[config.mk]
export PLATFORM = sky130hd
export DESIGN_NAME = meh_top
export DESIGN_NICKNAME = d
export VERILOG_FILES = /design/src/rtl/meh_top.v /design/src/rtl/meh_secded.v
export VERILOG_INCLUDE_DIRS = /design/src /design/src/rtl
export SDC_FILE = /design/constraint.sdc
export NUM_CORES = 2
export LEC_CHECK = 0
export BUFFER_PORTS_ARGS = -buffer_cell sky130_fd_sc_hd__clkbuf_2
export CORE_ASPECT_RATIO = 0.7
export CORE_MARGIN = 2
export CORE_UTILIZATION = 55
export DETAILED_ROUTE_END_ITERATION = 8
export PLACE_DENSITY = 0.87
export SYNTH_ARGS = -nofsm -noshare
export SYNTH_HDL_FRONTEND = slang
export SYNTH_SLANG_ARGS = --single-unit
[constraint.sdc]
create_clock -name clk_in -period 12.6 [get_ports clk_in]
set_input_delay 0.63 -clock clk_in [delete_from_list [all_inputs] [get_ports clk_in]]
set_output_delay 0.63 -clock clk_in [all_outputs]
set_load 0.02 [all_outputs]
[src/rtl/meh_regs.vh]
// Purpose: Offsets, fields, reset values and timing for the ECC handler
// Assumes: APB byte addresses, 32-bit aligned registers
// Notes:   Included by every design file of the block
`ifndef MEH_REGS_VH
`define MEH_REGS_VH

// Register byte offsets
`define MEH_OFF_CTRL       8'h00
`define MEH_OFF_LEAK_IVL   8'h04
`define MEH_OFF_PATROL_IVL 8'h08
`define MEH_OFF_INT_STAT   8'h0C
`define MEH_OFF_INT_MASK   8'h10
`define MEH_OFF_SLOT_FAULT 8'h14
`define MEH_OFF_ERR_ADDR   8'h18
`define MEH_OFF_STATUS     8'h1C
`define MEH_OFF_PATROL_PTR 8'h20

// Control fields
`define MEH_CTRL_DEMAND    0
`define MEH_CTRL_PATROL    1
`define MEH_CTRL_THR_LO    4
`define MEH_CTRL_THR_HI    6
`define MEH_CTRL_RESET     32'h0000_0011

// Threshold selector codes
`define MEH_THR_OFF        3'h0
`define MEH_THR_20         3'h1
`define MEH_THR_10         3'h2
`define MEH_THR_5          3'h3
`define MEH_THR_ALL        3'h4

// Interrupt status bits
`define MEH_INT_CE_THR     0
`define MEH_INT_UE         1
`define MEH_INT_CORR       2
`define MEH_INT_SCRUB      3
`define MEH_INT_W          4

// Log codes
`define MEH_LOG_CE_THR     2'h1
`define MEH_LOG_UE         2'h2

// Geometry
`define MEH_DATA_W         64
`define MEH_CW_W           72
`define MEH_ADDR_W         28
`define MEH_RANK_HI        27
`define MEH_RANK_LO        25
`define MEH_RANKS          8
`define MEH_CNT_W          5

// Timing reset values, in clock cycles
`define MEH_LEAK_RESET     32'h0400_0000
`define MEH_PATROL_RESET   32'h0000_1000

`endif

[src/rtl/meh_top.v]
// Purpose: Memory ECC error handler with counting, scrubbing, fault LEDs
// Assumes: One outstanding memory access; memory takes every command
// Notes:   Registers over APB, one wait state on every transfer
// Notes on behaviour
// Each 64-bit word is stored with an 8-bit Hamming check field.
// Every read is checked, errors flagged, single-bit errors corrected.
// Each rank of each channel has its own count against one threshold.
// Only reaching the threshold raises a reportable event.
// After the threshold is reached further corrected errors are ignored.
// Counts shrink as running time passes.
// Each programmable interval takes one off every nonzero count.
// Threshold choices are 20, 10, 5, every error, or none.
// Reaching the threshold logs an event and lights that rank's LED.
// A detected but uncorrectable read is a fatal error.
// Fatal errors log, light LED and amber before the machine check.
// With demand scrub on, corrected reads are written back in place.
// Demand scrubbing is enabled out of reset.
// A background patrol reads memory in turn and rewrites correctable words.
`timescale 1ns/1ps
`include "meh_regs.vh"

module meh_top (
   // Clock and reset
   input  wire                   clk_in,
   input  wire                   resetn_in,
   // APB slave
   input  wire                   psel_in,
   input  wire                   penable_in,
   input  wire                   pwrite_in,
   input  wire [7:0]             paddr_in,
   input  wire [31:0]            pwdata_in,
   output reg  [31:0]            prdata_out,
   output reg                    pready_out,
   output reg                    pslverr_out,
   // Controller request path
   input  wire                   req_valid_in,
   input  wire                   req_write_in,
   input  wire [`MEH_ADDR_W-1:0] req_addr_in,
   input  wire [`MEH_DATA_W-1:0] req_wdata_in,
   output reg                    req_ready_out,
   output reg                    rsp_valid_out,
   output reg  [`MEH_DATA_W-1:0] rsp_data_out,
   output reg                    rsp_corr_out,
   output reg                    rsp_uncorr_out,
   // Memory array
   output reg                    mem_cmd_out,
   output reg                    mem_we_out,
   output reg  [`MEH_ADDR_W-1:0] mem_addr_out,
   output reg  [`MEH_CW_W-1:0]   mem_wdata_out,
   input  wire                   mem_rvalid_in,
   input  wire [`MEH_CW_W-1:0]   mem_rdata_in,
   // Fault reporting
   output reg                    log_event_out,
   output reg  [1:0]             log_code_out,
   output reg  [2:0]             log_rank_out,
   output reg  [`MEH_RANKS-1:0]  slot_led_out,
   output reg                    status_amber_out,
   output reg                    machine_check_exception_out,
   output reg                    irq_out
);

   localparam [1:0] ST_IDLE = 2'h0;
   localparam [1:0] ST_WAIT = 2'h1;
   localparam [1:0] ST_BACK = 2'h2;

   reg [1:0]             state_q;
   reg                   own_patrol_q;
   reg [`MEH_ADDR_W-1:0] op_addr_q;
   reg [31:0]            ctrl_q;
   reg [31:0]            leak_ivl_q;
   reg [31:0]            patrol_ivl_q;
   reg [`MEH_INT_W-1:0]  int_stat_q;
   reg [`MEH_INT_W-1:0]  int_mask_q;
   reg [`MEH_ADDR_W-1:0] err_addr_q;
   reg [`MEH_ADDR_W-1:0] patrol_ptr_q;
   reg [31:0]            leak_cnt_q;
   reg [31:0]            patrol_cnt_q;
   reg                   patrol_pend_q;
   reg                   mce_pend_q;

   wire [`MEH_CW_W-1:0]   enc_word;
   wire [`MEH_DATA_W-1:0] dec_data;
   wire                   dec_single;
   wire                   dec_multi;

   // Check field and correction
   meh_secded u_codec (
      .enc_data_in    (req_wdata_in),
      .enc_word_out   (enc_word),
      .dec_word_in    (mem_rdata_in),
      .dec_data_out   (dec_data),
      .dec_single_out (dec_single),
      .dec_multi_out  (dec_multi)
   );

   // Decoded data re-encoded for write-back
   wire [`MEH_CW_W-1:0] fix_word;
   meh_secded u_refix (
      .enc_data_in    (dec_data),
      .enc_word_out   (fix_word),
      .dec_word_in    ({`MEH_CW_W{1'b0}}),
      .dec_data_out   (),
      .dec_single_out (),
      .dec_multi_out  ()
   );

   // APB decode
   wire       apb_acc = psel_in & penable_in & pready_out;
   wire       apb_wr  = apb_acc & pwrite_in;
   reg        addr_ok;
   reg [31:0] rd_mux;

   always @* begin
      addr_ok = 1'b1;
      rd_mux = 32'h0000_0000;
      case (paddr_in)
         `MEH_OFF_CTRL:       rd_mux = ctrl_q;
         `MEH_OFF_LEAK_IVL:   rd_mux = leak_ivl_q;
         `MEH_OFF_PATROL_IVL: rd_mux = patrol_ivl_q;
         `MEH_OFF_INT_STAT:   rd_mux[`MEH_INT_W-1:0] = int_stat_q;
         `MEH_OFF_INT_MASK:   rd_mux[`MEH_INT_W-1:0] = int_mask_q;
         `MEH_OFF_SLOT_FAULT: rd_mux[`MEH_RANKS-1:0] = slot_led_out;
         `MEH_OFF_ERR_ADDR:   rd_mux[`MEH_ADDR_W-1:0] = err_addr_q;
         `MEH_OFF_STATUS:     rd_mux[2:0] = {patrol_pend_q, state_q};
         `MEH_OFF_PATROL_PTR: rd_mux[`MEH_ADDR_W-1:0] = patrol_ptr_q;
         default:             addr_ok = 1'b0;
      endcase
   end

   // One wait state keeps prdata straight from a flop
   always @(posedge clk_in or negedge resetn_in) begin
      if (!resetn_in) begin
         pready_out  <= 1'b0;
         prdata_out  <= 32'h0000_0000;
         pslverr_out <= 1'b0;
      end else begin
         pready_out  <= psel_in & penable_in & ~pready_out;
         pslverr_out <= psel_in & penable_in & ~pready_out & ~addr_ok;
         if (psel_in & penable_in & ~pready_out)
            prdata_out <= rd_mux;
      end
   end

   // Threshold value from selector
   reg [`MEH_CNT_W-1:0] thr_val;
   wire [2:0] thr_sel = ctrl_q[`MEH_CTRL_THR_HI:`MEH_CTRL_THR_LO];
   always @* begin
      // Threshold choices
      case (thr_sel)
         `MEH_THR_20:  thr_val = 5'd20;
         `MEH_THR_10:  thr_val = 5'd10;
         `MEH_THR_5:   thr_val = 5'd5;
         `MEH_THR_ALL: thr_val = 5'd1;
         default:      thr_val = 5'd0;
      endcase
   end

   // Read completion events
   wire rd_done  = (state_q == ST_WAIT) & mem_rvalid_in;
   wire ce_evt   = rd_done & dec_single;
   wire ue_evt   = rd_done & dec_multi;
   wire [2:0] op_rank = op_addr_q[`MEH_RANK_HI:`MEH_RANK_LO];
   // Write back when demand scrub is on or patrol found it
   wire do_back  = ce_evt &
                   (own_patrol_q | ctrl_q[`MEH_CTRL_DEMAND]);

   // Leak interval divider
   wire leak_tick = (leak_ivl_q != 32'h0000_0000) &&
                    (leak_cnt_q >= leak_ivl_q - 32'h0000_0001);
   always @(posedge clk_in or negedge resetn_in) begin
      if (!resetn_in)
         leak_cnt_q <= 32'h0000_0000;
      else if (leak_tick)
         leak_cnt_q <= 32'h0000_0000;
      else
         leak_cnt_q <= leak_cnt_q + 32'h0000_0001;
   end

   // Per-rank counters
   wire [`MEH_RANKS-1:0] trip_hit;
   genvar g;
   generate
      for (g = 0; g < `MEH_RANKS; g = g + 1) begin : g_rank
         reg [`MEH_CNT_W-1:0] cnt_q;
         wire hit_me = ce_evt && (op_rank == g);
         // A lit rank no longer counts
         wire inc = hit_me && !slot_led_out[g] && (thr_val != 5'd0);
         // Leak
         wire dec = leak_tick && (cnt_q != 5'd0);
         // Report only at threshold
         assign trip_hit[g] = inc && (cnt_q + 5'd1 >= thr_val);
         // One count per rank
         always @(posedge clk_in or negedge resetn_in) begin
            if (!resetn_in)
               cnt_q <= 5'd0;
            else if (inc && !dec)
               cnt_q <= cnt_q + 5'd1;
            else if (dec && !inc)
               cnt_q <= cnt_q - 5'd1;
         end
      end
   endgenerate

   // Patrol timer
   always @(posedge clk_in or negedge resetn_in) begin
      if (!resetn_in)
         patrol_cnt_q <= 32'h0000_0000;
      else if (!ctrl_q[`MEH_CTRL_PATROL] || patrol_pend_q)
         patrol_cnt_q <= 32'h0000_0000;
      else
         patrol_cnt_q <= patrol_cnt_q + 32'h0000_0001;
   end
   wire patrol_tick = ctrl_q[`MEH_CTRL_PATROL] && !patrol_pend_q &&
                      (patrol_cnt_q >= patrol_ivl_q);

   wire take_host   = (state_q == ST_IDLE) & req_ready_out & req_valid_in;
   wire take_patrol = (state_q == ST_IDLE) & ~take_host & patrol_pend_q;

   // Access sequencer; host traffic beats patrol
   always @(posedge clk_in or negedge resetn_in) begin
      if (!resetn_in) begin
         state_q       <= ST_IDLE;
         own_patrol_q  <= 1'b0;
         op_addr_q     <= {`MEH_ADDR_W{1'b0}};
         patrol_ptr_q  <= {`MEH_ADDR_W{1'b0}};
         patrol_pend_q <= 1'b0;
         req_ready_out <= 1'b0;
         rsp_valid_out <= 1'b0;
         rsp_data_out  <= {`MEH_DATA_W{1'b0}};
         rsp_corr_out  <= 1'b0;
         rsp_uncorr_out <= 1'b0;
         mem_cmd_out   <= 1'b0;
         mem_we_out    <= 1'b0;
         mem_addr_out  <= {`MEH_ADDR_W{1'b0}};
         mem_wdata_out <= {`MEH_CW_W{1'b0}};
      end else begin
         mem_cmd_out   <= 1'b0;
         mem_we_out    <= 1'b0;
         rsp_valid_out <= 1'b0;
         if (patrol_tick)
            patrol_pend_q <= 1'b1;
         case (state_q)
            ST_IDLE: begin
               req_ready_out <= ~take_host & ~take_patrol;
               if (take_host) begin
                  mem_cmd_out  <= 1'b1;
                  mem_addr_out <= req_addr_in;
                  own_patrol_q <= 1'b0;
                  op_addr_q    <= req_addr_in;
                  if (req_write_in) begin
                     // Store data with check field
                     mem_we_out    <= 1'b1;
                     mem_wdata_out <= enc_word;
                     state_q       <= ST_BACK;
                  end else begin
                     state_q <= ST_WAIT;
                  end
               end else if (take_patrol) begin
                  // Patrol read of next location
                  mem_cmd_out   <= 1'b1;
                  mem_addr_out  <= patrol_ptr_q;
                  op_addr_q     <= patrol_ptr_q;
                  own_patrol_q  <= 1'b1;
                  patrol_ptr_q  <= patrol_ptr_q + 1'b1;
                  patrol_pend_q <= 1'b0;
                  state_q       <= ST_WAIT;
               end
            end
            ST_WAIT: begin
               if (mem_rvalid_in) begin
                  // Return corrected data and flags
                  rsp_valid_out  <= ~own_patrol_q;
                  rsp_data_out   <= dec_data;
                  rsp_corr_out   <= dec_single;
                  rsp_uncorr_out <= dec_multi;
                  if (do_back) begin
                     mem_cmd_out   <= 1'b1;
                     mem_we_out    <= 1'b1;
                     mem_addr_out  <= op_addr_q;
                     mem_wdata_out <= fix_word;
                  end
                  state_q <= ST_BACK;
               end
            end
            ST_BACK: begin
               req_ready_out <= 1'b1;
               state_q       <= ST_IDLE;
            end
            default: state_q <= ST_IDLE;
         endcase
      end
   end

   // Event capture; set beats software clear
   wire [`MEH_INT_W-1:0] int_set;
   assign int_set[`MEH_INT_CE_THR] = |trip_hit;
   assign int_set[`MEH_INT_UE]     = ue_evt;
   assign int_set[`MEH_INT_CORR]   = ce_evt;
   assign int_set[`MEH_INT_SCRUB]  = do_back;
   wire [`MEH_INT_W-1:0] stat_clr =
      (apb_wr && paddr_in == `MEH_OFF_INT_STAT) ?
      pwdata_in[`MEH_INT_W-1:0] : {`MEH_INT_W{1'b0}};
   wire [`MEH_RANKS-1:0] led_clr =
      (apb_wr && paddr_in == `MEH_OFF_SLOT_FAULT) ?
      pwdata_in[`MEH_RANKS-1:0] : {`MEH_RANKS{1'b0}};
   wire [`MEH_RANKS-1:0] ue_led =
      ue_evt ? (8'h01 << op_rank) : 8'h00;

   always @(posedge clk_in or negedge resetn_in) begin
      if (!resetn_in) begin
         // Demand scrub on from reset
         ctrl_q       <= `MEH_CTRL_RESET;
         leak_ivl_q   <= `MEH_LEAK_RESET;
         patrol_ivl_q <= `MEH_PATROL_RESET;
         int_mask_q   <= {`MEH_INT_W{1'b0}};
         int_stat_q   <= {`MEH_INT_W{1'b0}};
         err_addr_q   <= {`MEH_ADDR_W{1'b0}};
         slot_led_out <= {`MEH_RANKS{1'b0}};
         irq_out      <= 1'b0;
      end else begin
         if (apb_wr && paddr_in == `MEH_OFF_CTRL)
            ctrl_q <= pwdata_in;
         if (apb_wr && paddr_in == `MEH_OFF_LEAK_IVL)
            leak_ivl_q <= pwdata_in;
         if (apb_wr && paddr_in == `MEH_OFF_PATROL_IVL)
            patrol_ivl_q <= pwdata_in;
         if (apb_wr && paddr_in == `MEH_OFF_INT_MASK)
            int_mask_q <= pwdata_in[`MEH_INT_W-1:0];
         int_stat_q <= (int_stat_q & ~stat_clr) | int_set;
         if (ce_evt | ue_evt)
            err_addr_q <= op_addr_q;
         // Slot LED lit with the log event
         slot_led_out <= (slot_led_out & ~led_clr) | trip_hit | ue_led;
         irq_out <= |(((int_stat_q & ~stat_clr) | int_set) & int_mask_q);
      end
   end

   // Logging and fatal path
   always @(posedge clk_in or negedge resetn_in) begin
      if (!resetn_in) begin
         log_event_out    <= 1'b0;
         log_code_out     <= 2'h0;
         log_rank_out     <= 3'h0;
         status_amber_out <= 1'b0;
         mce_pend_q       <= 1'b0;
         machine_check_exception_out <= 1'b0;
      end else begin
         log_event_out <= ue_evt | (|trip_hit);
         // Uncorrectable is fatal
         if (ue_evt) begin
            log_code_out     <= `MEH_LOG_UE;
            log_rank_out     <= op_rank;
            status_amber_out <= 1'b1;
         end else if (|trip_hit) begin
            // Threshold log event
            log_code_out <= `MEH_LOG_CE_THR;
            log_rank_out <= op_rank;
         end
         // Machine check one cycle after log, LED, amber
         mce_pend_q <= ue_evt;
         machine_check_exception_out <= mce_pend_q;
      end
   end

endmodule // meh_top

[src/rtl/meh_secded.v]
// Purpose: Hamming SEC-DED codec, 64 data bits in a 72-bit word
// Assumes: Purely combinational; used for both write and read path
// Notes:   Bit 0 holds overall parity, bits 1..71 follow Hamming positions
`timescale 1ns/1ps
`include "meh_regs.vh"

module meh_secded (
   // Encode side
   input  wire [`MEH_DATA_W-1:0] enc_data_in,
   output reg  [`MEH_CW_W-1:0]   enc_word_out,
   // Decode side
   input  wire [`MEH_CW_W-1:0]   dec_word_in,
   output reg  [`MEH_DATA_W-1:0] dec_data_out,
   output reg                    dec_single_out,
   output reg                    dec_multi_out
);

   integer           i;
   integer           k;
   integer           d;
   integer           j;
   integer           m;
   integer           e;
   reg     [6:0]     syn;
   reg               ovr;
   reg [`MEH_CW_W-1:0] fix;

   always @* begin
      enc_word_out = {`MEH_CW_W{1'b0}};
      d = 0;
      for (i = 1; i < `MEH_CW_W; i = i + 1) begin
         if ((i & (i - 1)) != 0) begin
            enc_word_out[i] = enc_data_in[d];
            d = d + 1;
         end
      end
      for (k = 0; k < 7; k = k + 1) begin
         for (i = 1; i < `MEH_CW_W; i = i + 1) begin
            if (((i >> k) & 1) == 1 && i != (1 << k))
               enc_word_out[1 << k] = enc_word_out[1 << k] ^ enc_word_out[i];
         end
      end
      enc_word_out[0] = ^enc_word_out[`MEH_CW_W-1:1];
   end

   always @* begin
      syn = 7'h00;
      for (m = 0; m < 7; m = m + 1) begin
         for (j = 1; j < `MEH_CW_W; j = j + 1) begin
            if (((j >> m) & 1) == 1)
               syn[m] = syn[m] ^ dec_word_in[j];
         end
      end
      ovr = ^dec_word_in;
      fix = dec_word_in;
      dec_single_out = 1'b0;
      dec_multi_out = 1'b0;
      if (ovr && syn < 7'd72) begin
         // Odd weight with a valid position: one flipped bit
         dec_single_out = 1'b1;
         fix[syn] = ~fix[syn];
      end else if (syn != 7'h00) begin
         // Even weight or out-of-range position: beyond correction
         dec_multi_out = 1'b1;
      end
      dec_data_out = {`MEH_DATA_W{1'b0}};
      e = 0;
      for (j = 1; j < `MEH_CW_W; j = j + 1) begin
         if ((j & (j - 1)) != 0) begin
            dec_data_out[e] = fix[j];
            e = e + 1;
         end
      end
   end

endmodule // meh_secded

==> reports/qor.csv <==
metric;value;unit
outcome;finished, violations left;
failing checks;DRC, slew limit;
crit-path max cell delay;1.29;ns
Async S/R FF share, synth;1.00;
setup TNS;0;ns
largest family of logic cells by synthesized area;XOR/XNOR gates;
cell area after layout;0.0370;mm^2
CP Class;in -> reg;
post-synthesis compound-gate area fraction;0.139;
Seq cells post-synth;518;
Post-Syn Nets;3738;
DR DRC count;1;
Initial Util;0.556;
slew margin rel.;-0.0457;
maximum VDD drop;0.000250;V
largest net degree at the start of global routing;156;
filler instances;4729;
I/O Buffers;432;
Final ANT Viol Nets;0;
syn avg cell area;9.58;um^2
CP Cell Sequence;clkbuf_2, xnor2_1, xnor2_1, xor2_1, xnor3_2, xnor2_4, buf_4, a21oi_1, a222oi_1, a31oi_1, a211oi_4, nor2_4, xnor2_1, a221oi_1, xnor2_1, xnor3_1, xnor3_1, xnor3_1, xnor3_1, o221ai_1;
Final Skew;0.0337;ns
post-synthesis simple-gate area fraction;0.131;
layout net count;4087;
area grow syn2layout;14.0;%
measured slew at the worst slew-check pin;1.57;ns
Max Clock Freq;0.127;GHz
DR WL/cell;26.5;um
H-tree depth;2;
global route total overflow;0;
vias;28800;
CP max-delay cell;a221oi_1;
Clock Pin Slew Worst Setup and Hold Paths;0.06;ns
core area;0.0584;mm^2
first-pass GRT wire length;179;mm
total wire length;121;mm
Hold Fails Final Rpt;0;
static leakage;17.4;nW
io pins;433;
Detail Placement HPWL;92.8;mm
final critical-path share of the clock period;0.623;
total power;0.00919;W
ys flop type;dfrtp_1;
Die Width;295;um
Starting DRT DRC Count;3645;
Site Rows;74;
min Tclk post-route;7.85;ns
Die Y;207;um
RSZ-0062 raised after global routing;no;
WP data required;13.12;ns
post-synthesis adder-cell area fraction;0.0512;
routed vias/inst;6.28;
Hold Buf Count CTS;0;
post-CTS sizing;0;
Ys Warns;0;
Total GRT Usage;0.393;
Post-CTS Repair Setup Buffers;0;
count of final setup violators;0;
Max FO, Critical Path;38;
Worst Setup End Kind;flop;
XOR/XNOR Fraction of Synth Area;0.167;
pwr dens;248;mW/mm^2
placed cell area;0.0354;mm^2
RePlAce Congestion;1.11;
mux contribution to synthesized area;0.0792;
Hold WC Path Type;in -> async;
mapped cell area;0.0325;mm^2
Yosys cell types;80;
Root Buffer;clkbuf_16;
clk_lat worst skew;0.63;ns
EDFF count, synth;0;
CTS Buffer Depth;3;
die area;0.0611;mm^2
layout cells sized above 1;0.199;
clk sinks;518;
initial antenna violation count;3;
Pre-antenna DRT Iters;9;
CP arrival;8.37;ns
register area share after synthesis;0.399;
R2R setup slack;7.32;ns
crit start category;primary input;
CTS tree;built;
max_cap viols;0;
Ant. Diodes;0;
Post-Synthesis Cells;3393;
max-slew violations;1;
vias in the first global route;27300;
CTS Buf Count;50;
[placed cells by master, fill, tap and decap left out, types with 7 or more instances in the layout]
| cell type | Yosys | layout |
|---|---|---|
| nor2b_1 | 24 | 24 |
| a211oi_1 | 16 | 16 |
| nand4_1 | 36 | 36 |
| nand2b_1 | 33 | 32 |
| xnor2_1 | 351 | 349 |
| buf_4 | 6 | 50 |
| a222oi_1 | 30 | 30 |
| a21oi_1 | 207 | 206 |
| o22ai_1 | 8 | 8 |
| or4_1 | 9 | 9 |
| nor2_1 | 306 | 303 |
| a22oi_1 | 44 | 44 |
| and3_1 | 16 | 15 |
| or3_1 | 13 | 13 |
| xor2_1 | 144 | 144 |
| clkbuf_16 | 0 | 50 |
| ha_1 | 133 | 133 |
| o211ai_1 | 7 | 7 |
| dfrtp_1 | 514 | 514 |
| xnor3_1 | 38 | 38 |
| clkinv_2 | 0 | 9 |
| inv_1 | 80 | 80 |
| clkbuf_1 | 136 | 17 |
| or2_2 | 11 | 11 |
| mux2_2 | 137 | 137 |
| clkbuf_8 | 0 | 7 |
| a21o_1 | 54 | 54 |
| nand2_1 | 356 | 353 |
| a31oi_1 | 16 | 16 |
| o21ai_0 | 259 | 259 |
| a221oi_1 | 16 | 16 |
| nand3_1 | 77 | 77 |
| mux2i_1 | 91 | 91 |
| nor4_1 | 14 | 13 |
| nor3_1 | 48 | 46 |
| clkbuf_2 | 0 | 431 |
[registers in the layout, summed over array words and instances, names as in the netlist, 32 cells and up]
| name | cells |
|---|---|
| patrol_ivl_q | 32 |
| mem_wdata_out | 72 |
| prdata_out | 32 |
| patrol_cnt_q | 32 |
| ctrl_q | 32 |
| leak_ivl_q | 32 |
| leak_cnt_q | 32 |
| rsp_data_out | 64 |
| g_rank.cnt_q | 40 |
[power by group]
| group | leakage (nW) | total, W | switching, W | internal [W] |
|---|---|---|---|---|
| Clock | 0.806 | 0.00156 | 0.000698 | 0.000864 |
| Combinational | 9.92 | 0.00532 | 0.00351 | 0.00180 |
| Sequential | 6.67 | 0.00231 | 0.000285 | 0.00202 |
[worst paths after layout]
check / startpoint / endpoint / cells past startpoint
hold reg to reg: mce_pend_q / machine_check_exception_out / 0
setup reg to reg: leak_ivl_q[4] / g_rank[1].cnt_q[3] / 23
min in group clk_in: pwdata_in[10] / leak_ivl_q[10] / 2
setup / recovery: mem_rdata_in[30] / mem_wdata_out[0] / 20
hold / removal: resetn_in / g_rank[3].cnt_q[1] / 1
max in group asynchronous: resetn_in / rsp_data_out[39] / 3
[cell type report]
type / count / area, um^2 / share of cell area
Clock buffer: 74 / 1410 / 0.0381
Tap cell: 798 / 998 / 0.0270
Timing Repair Buffer: 483 / 2570 / 0.0693
Inverter: 81 / 304 / 0.00821
Sequential cell: 518 / 13000 / 0.350
Clock inverter: 19 / 244 / 0.00659
Multi-Input combinational cell: 2608 / 18600 / 0.501
[stage by stage]
stage          cells  setup WS (ns)  hold slack, ns   util
2_1_floorplan   3393           6.52           0.331      -
3_3_place_gp    4488           4.49           0.333  0.606
3_5_place_dp    4488           4.56           0.337  0.606
4_1_cts         4581           5.21          0.0830  0.634
5_1_grt         4581           4.81          0.0997  0.634
6_report        4581           4.75          0.0469  0.634
[cells in the mapped netlist, types with 13 or more instances]
library cell / instances / share of area
a222oi_1: 30 / 0.0092
nand2_1: 356 / 0.041
a211oi_1: 16 / 0.0037
buf_1: 21 / 0.0024
nor4_1: 14 / 0.0027
a221oi_1: 16 / 0.0043
a21oi_1: 207 / 0.032
dfrtp_1: 514 / 0.40
nand3_1: 77 / 0.012
mux2i_1: 91 / 0.028
mux2_2: 137 / 0.047
clkbuf_1: 136 / 0.016
buf_2: 18 / 0.0028
a31oi_1: 16 / 0.0031
nor3_1: 48 / 0.0074
nor2_1: 306 / 0.035
nand4_1: 36 / 0.0069
a22oi_1: 44 / 0.010
xor2_1: 144 / 0.039
nand2b_1: 33 / 0.0064
o21ai_0: 259 / 0.040
ha_1: 133 / 0.051
or3_1: 13 / 0.0025
nor2b_1: 24 / 0.0046
inv_1: 80 / 0.0092
xnor3_1: 38 / 0.026
a21o_1: 54 / 0.012
xnor2_1: 351 / 0.095
and3_1: 16 / 0.0031
[critical path, delay by kind of cell]
family                 cells  cell delay [ns]
XOR/XNOR                  11             3.64
AO/OA/AOI/OAI              6             3.04
buffers and inverters      2             0.73
AND/OR/NAND/NOR            1             0.28
[kinds of logic (layout without fill, tap and decap cells)]
kind of cell	count (synthesis)	after routing
simple gates	965	965
xor+xnor	545	545
flops	518	518
compound gates	730	730
mux	235	235
fa+ha+maj	133	133
buf+inv	267	657
[metal layers]
layer / share of wire / track usage / up-vias
met5: 0.0010 / 0.00944 / -
met4: 0.036 / 0.128 / 8
met3: 0.13 / 0.133 / 284
met2: 0.40 / 0.528 / 1811
met1: 0.43 / 0.588 / 14100
li1: - / - / 12500
Power figures use the tool's default switching activity.
